### config.mk
export PLATFORM = sky130hd
export DESIGN_NAME = link_aspm_status
export DESIGN_NICKNAME = d
export VERILOG_FILES = /design/src/common/link_pm_pkg.sv /design/src/rtl/link_aspm_status.sv /design/src/rtl/link_entry_timer.sv
export VERILOG_INCLUDE_DIRS = /design/src /design/src/common
export SDC_FILE = /design/constraint.sdc
export NUM_CORES = 1
export LEC_CHECK = 0
export CORE_MARGIN = 5
export CORE_UTILIZATION = 51
export DETAILED_ROUTE_END_ITERATION = 6
export DONT_BUFFER_PORTS = 1
export PLACE_DENSITY = 0.77
export SLEW_MARGIN = 10
export SYNTH_ARGS = -nofsm -noshare
export SYNTH_HDL_FRONTEND = slang
export SYNTH_HIERARCHICAL = 1
export SYNTH_SLANG_ARGS = --single-unit
### constraint.sdc
create_clock -name clk -period 3.8 [get_ports clk]
set_input_delay 0.57 -clock clk [delete_from_list [all_inputs] [get_ports clk]]
set_output_delay 0.57 -clock clk [all_outputs]
set_load 0.01 [all_outputs]
### src/common/link_pm_defs.svh
// Constants for the per-port link power management and status block.
// Assumes a 125 MHz core clock; included by its bare name.
`ifndef LINK_PM_DEFS_SVH
`define LINK_PM_DEFS_SVH

`define CLK_PERIOD_NS      8
`define ACT_HOLD_MS        200
`define EXP_PERIOD_MS      40
`define NS_PER_MS          1000000
`define EXP_PERIOD_CYC     ((`EXP_PERIOD_MS * `NS_PER_MS) / `CLK_PERIOD_NS)
`define ACT_HOLD_PERIODS   ((`ACT_HOLD_MS + `EXP_PERIOD_MS - 1) / `EXP_PERIOD_MS)
`define ASPM_L0S_BIT       0
`define ASPM_L1_BIT        1
`define UP_PORT            0
`define ACT_CNT_W          3
`define EXP_CNT_W          23

`endif

### src/common/link_pm_pkg.sv
// Types shared by the link power management block.
// Assumes link_pm_defs.svh is included by users of the numbers.
package link_pm_pkg;

    // LTSSM view reported by each port's physical layer
    typedef enum logic [3:0] {
        LT_DETECT   = 4'h0,
        LT_POLLING  = 4'h1,
        LT_CONFIG   = 4'h2,
        LT_DISABLED = 4'h3,
        LT_LOOPBACK = 4'h4,
        LT_HOTRESET = 4'h5,
        LT_L0       = 4'h6,
        LT_L0S      = 4'h7,
        LT_L1       = 4'h8,
        LT_RECOVERY = 4'h9,
        LT_L2L3     = 4'ha
    } ltssm_e;

    // Transmit-side power state per port, Gray along the usual path
    typedef enum logic [2:0] {
        PM_L0     = 3'b000,
        PM_L0S    = 3'b001,
        PM_L1_REQ = 3'b011,
        PM_L1     = 3'b010
    } pm_state_e;

    // Per-port inputs
    typedef struct packed {
        logic [1:0] aspm_ctl;
        logic [7:0] l0s_entry_timer;
        logic [7:0] l1_entry_timer;
        ltssm_e     ltssm;
        logic       in_d3;
        logic       rx_in_l0s;
        logic       tlp_pending;
        logic       credits_avail;
        logic       dllp_pending;
        logic       tlp_seen;
        logic       tlp_is_vdm;
    } port_in_s;

    // Per-port outputs
    typedef struct packed {
        logic      l0s_enter;
        logic      l1_request;
        pm_state_e pm_state;
    } port_out_s;

endpackage : link_pm_pkg

### src/rtl/link_aspm_status.sv
// Per-port active-state link power control and link status outputs.
// Assumes all inputs synchronous to clk; port 0 is the upstream port.
`timescale 1ns/1ps
`default_nettype none
`include "link_pm_defs.svh"

// Overview of operation
// - A port makes ASPM transitions only when its link control enables them, except a downstream port following its partner into L1.
// - Once enabled, hardware enters L0s and L1 on its own with no software step.
// - L0s is entered from L0 only after its conditions hold for the L0s entry time.
// - Upstream L0s needs every live non-D3 downstream port's receive lanes in L0s.
// - Upstream L0s needs no DLLPs pending and no TLP to send or no credits.
// - Downstream L0s needs upstream receive in L0s, no DLLPs, no TLP or credits.
// - L1 is pursued only after its conditions hold for the L1 entry time.
// - With L1 conditions met in L0 or L0s, an L1 request goes to the partner.
// - Only the upstream port requests L1; downstream ports never do.
// - On acknowledge the port enters L1, on refusal it enters L0s.
// - Upstream requests L1 only when every live non-D3 downstream port is in L1.
// - Link-up is high in L0, L0s, L1 or Recovery and low when the link is down.
// - Activity fires on any sent or received TLP except vendor-defined messages.
// - Activity stays high at least 200 ms, restarting on further traffic.
// - Status outputs go out through expander 4, updated at most every 40 ms.
// - Detect, Polling, Config, Disabled, Loopback and Hot-Reset count as link down.
module link_aspm_status #(
    parameter int NPORTS     = 8,
    parameter int EXP_PERIOD = `EXP_PERIOD_CYC,
    parameter int HOLD_PER   = `ACT_HOLD_PERIODS
) (
    // Clock and reset
    input  wire logic                    clk,
    input  wire logic                    reset,
    // Per-port control and state
    input  wire link_pm_pkg::port_in_s   port_in [NPORTS],
    // Partner answer to an upstream L1 request
    input  wire logic                    l1_ack,
    input  wire logic                    l1_nak,
    // Per-port power control
    output link_pm_pkg::port_out_s       port_out [NPORTS],
    // Expander 4 image
    output logic [NPORTS-1:0]            port_link_up_out,
    output logic [NPORTS-1:0]            port_activity_out,
    output logic                         exp_update
);

    function automatic logic link_down(input link_pm_pkg::ltssm_e s);
        link_down = !(s == link_pm_pkg::LT_L0 || s == link_pm_pkg::LT_L0S ||
                      s == link_pm_pkg::LT_L1 ||
                      s == link_pm_pkg::LT_RECOVERY);
    endfunction : link_down

    function automatic logic tx_idle(input link_pm_pkg::port_in_s p);
        tx_idle = !p.dllp_pending &&
                  (!p.tlp_pending || !p.credits_avail);
    endfunction : tx_idle

    logic [NPORTS-1:0] dn_live;
    logic              all_dn_rx_l0s;
    logic              all_dn_l1;
    logic [NPORTS-1:0] l0s_cond;
    logic [NPORTS-1:0] l1_cond;
    logic [NPORTS-1:0] l0s_done;
    logic [NPORTS-1:0] l1_done;

    link_pm_pkg::pm_state_e st_q [NPORTS];
    link_pm_pkg::pm_state_e st_d [NPORTS];

    always_comb
    begin
        all_dn_rx_l0s = 1'b1;
        all_dn_l1     = 1'b1;
        for (int i = 0; i < NPORTS; i++)
        begin
            dn_live[i] = (i != `UP_PORT) && !port_in[i].in_d3 &&
                         !link_down(port_in[i].ltssm);
            if (dn_live[i] && !port_in[i].rx_in_l0s)
                all_dn_rx_l0s = 1'b0;
            if (dn_live[i] && st_q[i] != link_pm_pkg::PM_L1)
                all_dn_l1 = 1'b0;
        end
        for (int i = 0; i < NPORTS; i++)
        begin
            if (i == `UP_PORT)
            begin
                l0s_cond[i] = port_in[i].aspm_ctl[`ASPM_L0S_BIT] &&
                              all_dn_rx_l0s && tx_idle(port_in[i]);
                l1_cond[i]  = port_in[i].aspm_ctl[`ASPM_L1_BIT] &&
                              all_dn_l1 && tx_idle(port_in[i]);
            end
            else
            begin
                l0s_cond[i] = port_in[i].aspm_ctl[`ASPM_L0S_BIT] &&
                              port_in[`UP_PORT].rx_in_l0s &&
                              tx_idle(port_in[i]);
                l1_cond[i]  = 1'b0;
            end
            if (link_down(port_in[i].ltssm))
            begin
                l0s_cond[i] = 1'b0;
                l1_cond[i]  = 1'b0;
            end
        end
    end

    genvar g;
    generate
        for (g = 0; g < NPORTS; g++)
        begin : g_tmr
            link_entry_timer #(.W(8), .SCALE_W(8)) u_l0s (
                .clk   (clk),
                .reset (reset),
                .cond  (l0s_cond[g]),
                .limit (port_in[g].l0s_entry_timer),
                .done  (l0s_done[g])
            );
            link_entry_timer #(.W(8), .SCALE_W(8)) u_l1 (
                .clk   (clk),
                .reset (reset),
                .cond  (l1_cond[g]),
                .limit (port_in[g].l1_entry_timer),
                .done  (l1_done[g])
            );
        end
    endgenerate

    // Per-port transmit power state
    always_comb
    begin
        for (int i = 0; i < NPORTS; i++)
        begin
            st_d[i] = st_q[i];
            if (link_down(port_in[i].ltssm) || port_in[i].aspm_ctl == 2'h0)
                st_d[i] = link_pm_pkg::PM_L0;
            else
            begin
                unique case (st_q[i])
                    link_pm_pkg::PM_L0:
                        if (l1_done[i])
                            st_d[i] = link_pm_pkg::PM_L1_REQ;
                        else if (l0s_done[i])
                            st_d[i] = link_pm_pkg::PM_L0S;
                    link_pm_pkg::PM_L0S:
                        if (l1_done[i])
                            st_d[i] = link_pm_pkg::PM_L1_REQ;
                        else if (!l0s_cond[i])
                            st_d[i] = link_pm_pkg::PM_L0;
                    link_pm_pkg::PM_L1_REQ:
                        if (l1_ack)
                            st_d[i] = link_pm_pkg::PM_L1;
                        else if (l1_nak)
                            st_d[i] = link_pm_pkg::PM_L0S;
                    link_pm_pkg::PM_L1:
                        if (!l1_cond[i])
                            st_d[i] = link_pm_pkg::PM_L0;
                    default:
                        st_d[i] = link_pm_pkg::PM_L0;
                endcase
            end
            // Downstream ports follow their partner's L1 entry
            if (i != `UP_PORT && port_in[i].ltssm == link_pm_pkg::LT_L1)
                st_d[i] = link_pm_pkg::PM_L1;
        end
    end

    always_ff @(posedge clk or posedge reset)
    begin
        if (reset)
        begin
            for (int i = 0; i < NPORTS; i++)
                st_q[i] <= link_pm_pkg::PM_L0;
        end
        else
        begin
            for (int i = 0; i < NPORTS; i++)
                st_q[i] <= st_d[i];
        end
    end

    // Watch flag: a downstream port must never reach the request state
    logic dn_req_any;

    always_comb
    begin
        dn_req_any = 1'b0;
        for (int i = 0; i < NPORTS; i++)
        begin
            port_out[i].pm_state   = st_q[i];
            if (i != `UP_PORT && st_q[i] == link_pm_pkg::PM_L1_REQ)
                dn_req_any = 1'b1;
            port_out[i].l0s_enter  = (st_q[i] == link_pm_pkg::PM_L0S);
            port_out[i].l1_request = (i == `UP_PORT) &&
                                     (st_q[i] == link_pm_pkg::PM_L1_REQ);
        end
    end

    // Expander update divider and activity hold
    logic [`EXP_CNT_W-1:0]  div_q;
    logic [`EXP_CNT_W-1:0]  div_d;
    logic                   tick;
    logic [NPORTS-1:0]      hit_q;
    logic [NPORTS-1:0]      hit_d;
    logic [`ACT_CNT_W-1:0]  hold_q [NPORTS];
    logic [`ACT_CNT_W-1:0]  hold_d [NPORTS];
    logic [NPORTS-1:0]      up_d;
    logic [NPORTS-1:0]      act_d;

    assign tick = (div_q == `EXP_CNT_W'(EXP_PERIOD - 1));

    always_comb
    begin
        div_d = tick ? '0 : div_q + 1'b1;
        up_d  = port_link_up_out;
        act_d = port_activity_out;
        for (int i = 0; i < NPORTS; i++)
        begin
            hit_d[i]  = hit_q[i] ||
                        (port_in[i].tlp_seen && !port_in[i].tlp_is_vdm);
            hold_d[i] = hold_q[i];
            if (tick)
            begin
                up_d[i]  = !link_down(port_in[i].ltssm);
                // Traffic since the last update, this cycle included
                if (hit_d[i])
                    hold_d[i] = `ACT_CNT_W'(HOLD_PER);
                else if (hold_q[i] != '0)
                    hold_d[i] = hold_q[i] - 1'b1;
                act_d[i] = (hold_d[i] != '0);
                hit_d[i] = 1'b0;
            end
        end
    end

    always_ff @(posedge clk or posedge reset)
    begin
        if (reset)
        begin
            div_q             <= '0;
            hit_q             <= '0;
            port_link_up_out  <= '0;
            port_activity_out <= '0;
            exp_update        <= 1'b0;
            for (int i = 0; i < NPORTS; i++)
                hold_q[i] <= '0;
        end
        else
        begin
            div_q             <= div_d;
            hit_q             <= hit_d;
            port_link_up_out  <= up_d;
            port_activity_out <= act_d;
            exp_update        <= tick;
            for (int i = 0; i < NPORTS; i++)
                hold_q[i] <= hold_d[i];
        end
    end

    a_dn_no_l1req: assert property (
        @(posedge clk) disable iff (reset) !dn_req_any)
        else $error("Downstream port in L1 request state");
    a_l1_ack_enter: assert property (
        @(posedge clk) disable iff (reset)
        (st_q[`UP_PORT] == link_pm_pkg::PM_L1_REQ && l1_ack &&
         !link_down(port_in[`UP_PORT].ltssm) &&
         port_in[`UP_PORT].aspm_ctl != 2'h0)
        |=> st_q[`UP_PORT] == link_pm_pkg::PM_L1)
        else $error("L1 not entered on ack");
    a_aspm_off_l0: assert property (
        @(posedge clk) disable iff (reset)
        (port_in[`UP_PORT].aspm_ctl == 2'h0) |=>
        (st_q[`UP_PORT] == link_pm_pkg::PM_L0))
        else $error("ASPM transition while disabled");
    a_l0s_timed: assert property (
        @(posedge clk) disable iff (reset)
        (st_q[`UP_PORT] == link_pm_pkg::PM_L0 ##1
         st_q[`UP_PORT] == link_pm_pkg::PM_L0S)
        |-> $past(l0s_done[`UP_PORT]))
        else $error("L0s entered before its entry time");
    a_l1req_timed: assert property (
        @(posedge clk) disable iff (reset)
        (st_q[`UP_PORT] != link_pm_pkg::PM_L1_REQ ##1
         st_q[`UP_PORT] == link_pm_pkg::PM_L1_REQ)
        |-> $past(l1_done[`UP_PORT]))
        else $error("L1 requested before its entry time");
    a_upd_spacing: assert property (
        @(posedge clk) disable iff (reset)
        exp_update |=> !exp_update)
        else $error("Expander updated twice in a row");
    a_act_only_tick: assert property (
        @(posedge clk) disable iff (reset)
        $changed(port_activity_out) |-> exp_update)
        else $error("Activity changed off update");
    a_act_load: assert property (
        @(posedge clk) disable iff (reset)
        (tick && (hit_q[NPORTS-1] || (port_in[NPORTS-1].tlp_seen &&
                  !port_in[NPORTS-1].tlp_is_vdm)))
        |=> port_activity_out[NPORTS-1])
        else $error("Activity not raised after traffic");
    a_up_follows: assert property (
        @(posedge clk) disable iff (reset)
        tick |=> port_link_up_out[`UP_PORT] ==
                 !link_down($past(port_in[`UP_PORT].ltssm)))
        else $error("Link-up wrong after update");

    c_l0s: cover property (@(posedge clk) port_out[`UP_PORT].l0s_enter);
    c_l1: cover property (@(posedge clk)
        st_q[`UP_PORT] == link_pm_pkg::PM_L1);
    c_nak: cover property (@(posedge clk)
        st_q[`UP_PORT] == link_pm_pkg::PM_L1_REQ && l1_nak);
    c_act: cover property (@(posedge clk) port_activity_out[`UP_PORT]);

endmodule : link_aspm_status

`default_nettype wire

### src/rtl/link_entry_timer.sv
// Entry timer: counts while its condition holds, restarts when it drops.
// Assumes one tick per core clock scaled by the programmed value.
`timescale 1ns/1ps
`default_nettype none

module link_entry_timer #(
    parameter int W = 8,
    parameter int SCALE_W = 8
) (
    // Clock and reset
    input  wire logic            clk,
    input  wire logic            reset,
    // Condition and limit
    input  wire logic            cond,
    input  wire logic [W-1:0]    limit,
    // Elapsed
    output logic                 done
);
    logic [W+SCALE_W-1:0] cnt_q;
    logic [W+SCALE_W-1:0] cnt_d;
    logic [W+SCALE_W-1:0] lim_full;

    assign lim_full = {limit, {SCALE_W{1'b0}}};

    always_comb
    begin
        cnt_d = cnt_q;
        if (!cond)
            cnt_d = '0;
        else if (cnt_q < lim_full)
            cnt_d = cnt_q + 1'b1;
    end

    always_ff @(posedge clk or posedge reset)
    begin
        if (reset)
            cnt_q <= '0;
        else
            cnt_q <= cnt_d;
    end

    assign done = cond && (cnt_q >= lim_full);

endmodule : link_entry_timer

`default_nettype wire

==> After elaboration in Yosys (flattened, before gate mapping) <==
Cells that the tools add are included.
{ "op_classes": {"addsub": 18, "n_lt_le_gt_ge": 18, "eq_ne": 91, "mux": 118, "reduce_logical": 206} }
{ "ops": {"columns": ["operator", "n"], "rows": [
  ["16-bit two-way mux", 18],
  ["3-bit two-way mux", 60],
  ["16-bit by 1-bit adder with 16-bit output (second input constant)", 9],
  ["16-bit >= comparator", 9],
  ["16-bit less-than comparator", 9],
  ["4-bit by 3-bit == test with 1-bit output (second input constant)", 16],
  ["4-bit == test (second input constant)", 16],
  ["1-bit logical AND", 64],
  ["3-bit one-hot mux with 3 select lines", 7],
  ["1-bit logical NOT", 54],
  ["1-bit logical OR", 48],
  ["3-bit nonzero test", 16],
  ["4-bit by 3-bit != test with 1-bit output (second input constant)", 9],
  ["5-bit != test (second input constant)", 7],
  ["1-bit two-way mux", 31],
  ["4-bit != test (second input constant)", 7],
  ["3-bit by 2-bit == test with 1-bit output (second input constant)", 9],
  ["3-bit by 1-bit == test with 1-bit output (second input constant)", 8],
  ["3-bit logical NOT", 8],
  ["3-bit by 1-bit subtractor with 3-bit output (second input constant)", 8],
  ["23-bit by 1-bit adder with 23-bit output (second input constant)", 1],
  ["23-bit == test (second input constant)", 1],
  ["23-bit two-way mux", 1],
  ["3-bit by 2-bit != test with 1-bit output (second input constant)", 7],
  ["other kinds (7)", 28]
]} }
{ "word_totals": {"ff_bits": 240, "output_inout_bits": 57, "word_cells": 481} }

==> Longest topological paths before layout <==
{ "depth": {"ltp_word": 21, "depth_mapped": 12, "mapped_depth_nobuf": 11} }

==> Modules after synthesis <==
The synthesis kept the hierarchy.
{ "by_module_without_submodules": {"columns": ["mod", "instances", "cells_per_inst", "area_per_inst_um2", "seq_area_each_um2"], "rows": [
  ["link_entry_timer (g_tmr[0].u_l0s ...)", 15, 132, 1133.6, 400.4],
  ["link_aspm_status", 1, 579, 5317.6, 2202.1],
  ["link_entry_timer (g_tmr[7].u_l1)", 1, 132, 1129.8, 400.4]
]} }

==> Worst setup path after synthesis <==
Ideal clock, no wire load.
{ "synth_timing": {"path_type": "input-to-reg", "from": "in port_in[155] in the netlist's numbering", "to": "reg st_q, in the netlist port_out[36]", "setup_time_ps": 83, "arrival_time_ps": 2911, "setup_slack_ps": 806, "cell_stages": 12, "cell_sequence": "or3b_1 -> and2_1 -> nor3_1 -> or4_1 -> nor2b_1 -> clkbuf_1 -> inv_1 -> clkbuf_1 -> a21oi_1 -> nor2_1 -> a2111o_1 -> o21ai_0"} }
{ "synth_between": {"elab_chain_cells": 19} }
{ "synth_lines": {"columns": ["element", "line_no", "source"], "rows": [
  ["start: declaration", "link_aspm_status.sv:33", "input wire link_pm_pkg::port_in_s port_in [NPORTS],"],
  ["4-bit by 3-bit == test with 1-bit output", "link_aspm_status.sv:46", "link_down = !(s == link_pm_pkg::LT_L0 || s == link_pm_pkg::LT_L0S ||"],
  ["1-bit logical OR (2 in a row)", "link_aspm_status.sv:46", null],
  ["1-bit logical OR *", "link_aspm_status.sv:47", "s == link_pm_pkg::LT_L1 ||"],
  ["1-bit logical AND *", "link_aspm_status.sv:73", "dn_live[i] = (i != `UP_PORT) && !port_in[i].in_d3 &&"],
  ["1-bit logical AND *", "link_aspm_status.sv:77", "if (dn_live[i] && st_q[i] != link_pm_pkg::PM_L1)"],
  ["1-bit two-way mux * (6 in a row)", "link_aspm_status.sv:77", null],
  ["1-bit logical AND * (2 in a row)", "link_aspm_status.sv:86", "l1_cond[i] = port_in[i].aspm_ctl[`ASPM_L1_BIT] &&"],
  ["1-bit two-way mux *", "link_aspm_status.sv:96", "if (link_down(port_in[i].ltssm))"],
  ["via l1_cond[0]", "link_aspm_status.sv:60", "logic [NPORTS-1:0] l1_cond;"],
  ["1-bit logical AND *", "link_entry_timer.sv:42", "assign done = cond && (cnt_q >= lim_full);"],
  ["via l1_done[0]", "link_aspm_status.sv:62", "logic [NPORTS-1:0] l1_done;"],
  ["3-bit two-way mux (on tied branches)", "link_aspm_status.sv:142, link_aspm_status.sv:137", null],
  ["3-bit one-hot mux with 4 select lines", "link_aspm_status.sv:135", "unique case (st_q[i])"],
  ["3-bit two-way mux", "link_aspm_status.sv:131", "if (link_down(port_in[i].ltssm) || port_in[i].aspm_ctl == 2'h0)"],
  ["end signal: indexed assignment", "link_aspm_status.sv:169", "st_q[i] <= link_pm_pkg::PM_L0;"],
  ["end signal: indexed assignment", "link_aspm_status.sv:174", "st_q[i] <= st_d[i];"],
  ["end: declaration", "link_aspm_status.sv:64", "link_pm_pkg::pm_state_e st_q [NPORTS];"]
]} }
The timed path passes the listed nets; every way through them passes the cells marked *.
A chain may end at the register's enable or synchronous reset.

==> Worst setup path in the final report <==
{ "layout_timing": {"from": "reg st_q, in the netlist port_out[6]", "to": "reg st_q, in the netlist port_out[36]"} }
{ "layout_between": {"elab_chain_cells": 11} }
{ "layout_lines": {"columns": ["element", "line_no"], "rows": [
  ["3-bit by 2-bit != test with 1-bit output *", "link_aspm_status.sv:77"],
  ["1-bit logical AND *", "link_aspm_status.sv:77"],
  ["1-bit two-way mux * (2 in a row)", "link_aspm_status.sv:77"],
  ["1-bit logical AND * (2 in a row)", "link_aspm_status.sv:86"],
  ["1-bit two-way mux *", "link_aspm_status.sv:96"],
  ["via l1_cond[0]", "link_aspm_status.sv:60"],
  ["1-bit logical AND *", "link_entry_timer.sv:42"],
  ["via l1_done[0]", "link_aspm_status.sv:62"],
  ["3-bit two-way mux (on tied branches)", "link_aspm_status.sv:142, link_aspm_status.sv:137"],
  ["3-bit one-hot mux with 4 select lines", "link_aspm_status.sv:135"],
  ["3-bit two-way mux", "link_aspm_status.sv:131"]
]} }
Marked as above.

==> summary.txt <==
Timing
  – Fmax: ~280 MHz
  – Setup_tns: 0 ps
  – Final critical-path required period: ~3500 ps
  – Max-slew violation count: 0
  – Worst slew pin tran: 964 ps
  – Final-report hold violation count: 0
  – Worst clock skew: 24.3 ps
  – Max transition margin: between 30% and 40%
  – RSZ-0062 raised after global routing: no
  – Final period util: between 90 and 100%
  – Endpoints failing setup: 0
  – Final WS setup: 261 ps

Worst setup path
  – CP cell instances: nor2b_1, nor3_1, or4_1, nor2b_2, inv_1, a21oi_1, nor2_1, a2111o_1, o21ai_0
  – CP Class: reg2reg
  – Worst path max stage delay: roughly 740 ps
  – Highest-delay cell along the critical path: or4_1
  – Crit path launch: port_out[6]
  – R2r startpoint: port_out[6]
  – Crit-path max FO: 13
  – Reg2reg setup slack: ~260 ps
  – CP arrival: around 4000 ps
  – CP Launch Type: register
  – Critical Path RT: roughly 4300 ps
  – Critical Path End Type: register

Logic synthesis
  – Async set-reset flop share out of synthesis: 100%
  – Post-synth top flop: dfrtp_1
  – Mapped Avg Cell Area: about 8.7 um2
  – Cell area after synthesis: between 20000 and 25000 um2
  – Post-synthesis cell type count: ~70
  – Share of the yosys chip area belonging to registers: about 37%
  – YS warnings: 6
  – Post-Synthesis Cells: 2691
  – Register bit total from synthesis: 344
  – Post-synth EDFFs: 0

Detailed routing
  – Final wirelength: about 62 mm
  – Drt pass-1 iters: 6
  – Drt initial violations: ~1600
  – Post-DR wirelength/cell: between 15 and 20 um
  – Vias per cell: roughly 6.2
  – Antenna viol nets, final: 0
  – DRC errors left: 0
  – Routed vias: between 20000 and 25000

CTS
  – Clk Latency, worst-skew pair: ~560 ps
  – Clock Pin Slew Worst Setup and Hold Paths: ~60 ps
  – Post-CTS setup buffer count: 0
  – Sink Count: ~340
  – H-tree depth: 2
  – CTS tree: built
  – Clock Path Buffers: 3
  – Number of buffers created by CTS: 42
  – Root Buffer: clkbuf_16

Global route
  – Total congestion overflow: 0
  – Initial antenna violation count: 3
  – Largest net degree at the start of global routing: 49
  – First-pass GRT wire length: 101 mm
  – Total track usage: between 20% and 30%
  – Vias in the first global route: ~20000

Cells and area
  – Final nets: 3131
  – Fill cells: ~4000
  – Share of cells above drive strength 1: between 8 and 9%
  – Area growth, synth to finish: 9.27%

Die
  – Core area: 45500 um2
  – Row count: 78
  – Initial core utilization: 51.6%
  – Full die area: between 50000 and 60000 um2
  – Die Ht: around 220 um
  – Die width: roughly 220 um
  – IO Count: about 290

Power
  – Sequential share of power: around 44%
  – Combinational share of power: about 5.6%
  – Clock share of power: between 50% and 60%
  – Net Sw Power: approximately 0.002 W
  – Switching share of total power: a little under a quarter
  – Leakage power: 11.2 nW
  – PD cells: around 330 nW/um2
  – Maximum vdd drop: about 0.00025 V
  – Int Pwr: approximately 0.0064 W
  – Power, Total: 0.00840 W

Run status
  – Run status: finished clean

Placed design
  – Routability congestion estimate: 0.868
  – Worst slack, placed: -198 ps
  – Port bufs: 0
  – DPL Wire Length: between 40 and 50 mm

Min path
  – Worst min path class: in2async

Job
  – Reported max-cap violation count: 0
power groups by stage:
stage | sequential [W] | combinational, W | clock, W
detailed placement | 0.00378 | 0.000449 | 0
floorplan | 0.00377 | 0.000340 | 0
global placement | 0.00378 | 0.000429 | 0
finish | 0.00371 | 0.000472 | 0.00422
CTS | 0.00371 | 0.000463 | 0.00433
global route | 0.00372 | 0.000542 | 0.00448
cell families after synthesis:
logic type	count (synthesis)	share of synthesized area, %
AND/OR/NAND/NOR	1105	26.9
AO/OA/AOI/OAI	588	15.8
buffers and inverters	367	6.50
flip-flops	344	36.7
adder cells (fa/ha/maj)	185	9.87
multiplexers	82	3.51
XOR/XNOR	19	0.710
other	1	0.0160
cell usage in the layout (no fill, tap or decap), types with 14 or more instances in the layout:
| cell | count |
|---|---|
| a21boi_2 | 16 |
| o311ai_0 | 16 |
| nand2_1 | 301 |
| and3_4 | 16 |
| and4_4 | 15 |
| a31oi_1 | 14 |
| mux2i_1 | 81 |
| a21o_1 | 25 |
| nor2b_1 | 46 |
| o21bai_1 | 25 |
| o21ai_1 | 19 |
| and2_1 | 26 |
| or4_1 | 97 |
| nor4_1 | 26 |
| nor3_1 | 72 |
| nor2_1 | 91 |
| conb_1 | 43 |
| buf_4 | 39 |
| nand4_1 | 115 |
| nand3_2 | 16 |
| o41ai_1 | 16 |
| o31ai_1 | 99 |
| a21oi_1 | 248 |
| dfrtp_1 | 344 |
| clkbuf_16 | 43 |
| nand3_1 | 75 |
| o21ai_0 | 80 |
| inv_1 | 258 |
| nand2b_1 | 68 |
| or3_1 | 49 |
| ha_1 | 185 |
| or3_2 | 15 |
| nor4b_1 | 20 |
synthesized netlist by cell type (19+ instances only):
master,instances,share of area (%)
dfrtp_1,344,37
o21ai_1,19,0.41
nand2b_1,68,1.8
mux2i_1,81,3.5
inv_1,259,4.1
nand3_1,75,1.6
nand4_1,115,3.1
o31ai_1,99,3.2
buf_2,54,1.2
nor2b_1,47,1.3
a21o_1,25,0.80
o21bai_1,25,0.80
or4_1,97,3.1
a21oi_1,248,5.3
nor4b_1,20,0.75
nor4_1,27,0.72
or3_1,49,1.3
nor2_1,91,1.5
nand2_1,301,4.8
nor3_1,72,1.5
clkbuf_1,36,0.58
ha_1,185,9.9
o21ai_0,80,1.7
and2_1,26,0.69
per-stage QoR:
stage               area (um2)  util, %  instances  hold WS [ps]
global route             25600     56.3       3342           116
CTS                      25600     56.3       3341          89.9
floorplan                23600        -       2733           453
finish                   25600     56.3       3343           130
detailed placement       24100     53.1       3264           498
global placement         24100     53.1       3264           478
cell type report:
cell class                      count  area (um2)  share of cell area, %
Multi-Input combinational cell   2022       13500                   52.7
Sequential cell                   344        8610                   33.6
Tap cell                          600         751                   2.93
Clock inverter                     19         259                   1.01
Antenna cell                        2        5.00                 0.0195
Timing Repair Buffer               41         323                   1.26
Clock buffer                       56        1190                   4.66
Inverter                          259         975                   3.80
critical path, delay by kind of cell (launching register included):
family | cells | cell delay (ps)
buffers and inverters | 1 | 330
DFF | 1 | 500
and+or+nand+nor | 5 | 1740
AOI/OAI and AO/OA | 3 | 870
sequential cells by signal, indices dropped and copies added (netlist names):
name,flops
g_tmr.u_l0s/cnt_q,128
g_tmr.u_l1/cnt_q,128
hold_q,24
div_q,23
port_out,16
hit_q,8
port_activity_out,8
port_link_up_out,8
exp_update,1
worst paths after layout:
path,end,depth (start not counted)
max,port_out[36],9
min,div_q[14],2
max reg2reg,port_out[36],9
min reg2reg,div_q[4],1
max in group asynchronous,g_tmr[0].u_l1/cnt_q[11],2
min in group clk,port_out[1],1
timing repair:
action | 4_1_cts | 5_1_grt
gates resized for setup | 1 | 0
setup endpoints to repair | 1 | 0
endpoints found under the hold margin | 261 | 0
hold buffers | 2 | 0
routing by layer:
layer | global-route usage [%] | part of all wire (%) | vias up
met5 | 0 | 0.023 | -
met3 | 4.33 | 6.3 | 117
met2 | 40.0 | 48 | 646
li1 | - | - | 9769
met4 | 8.39 | 3.1 | 4
met1 | 31.4 | 42 | 10100
No activity file was read; power rests on OpenSTA's default activity.
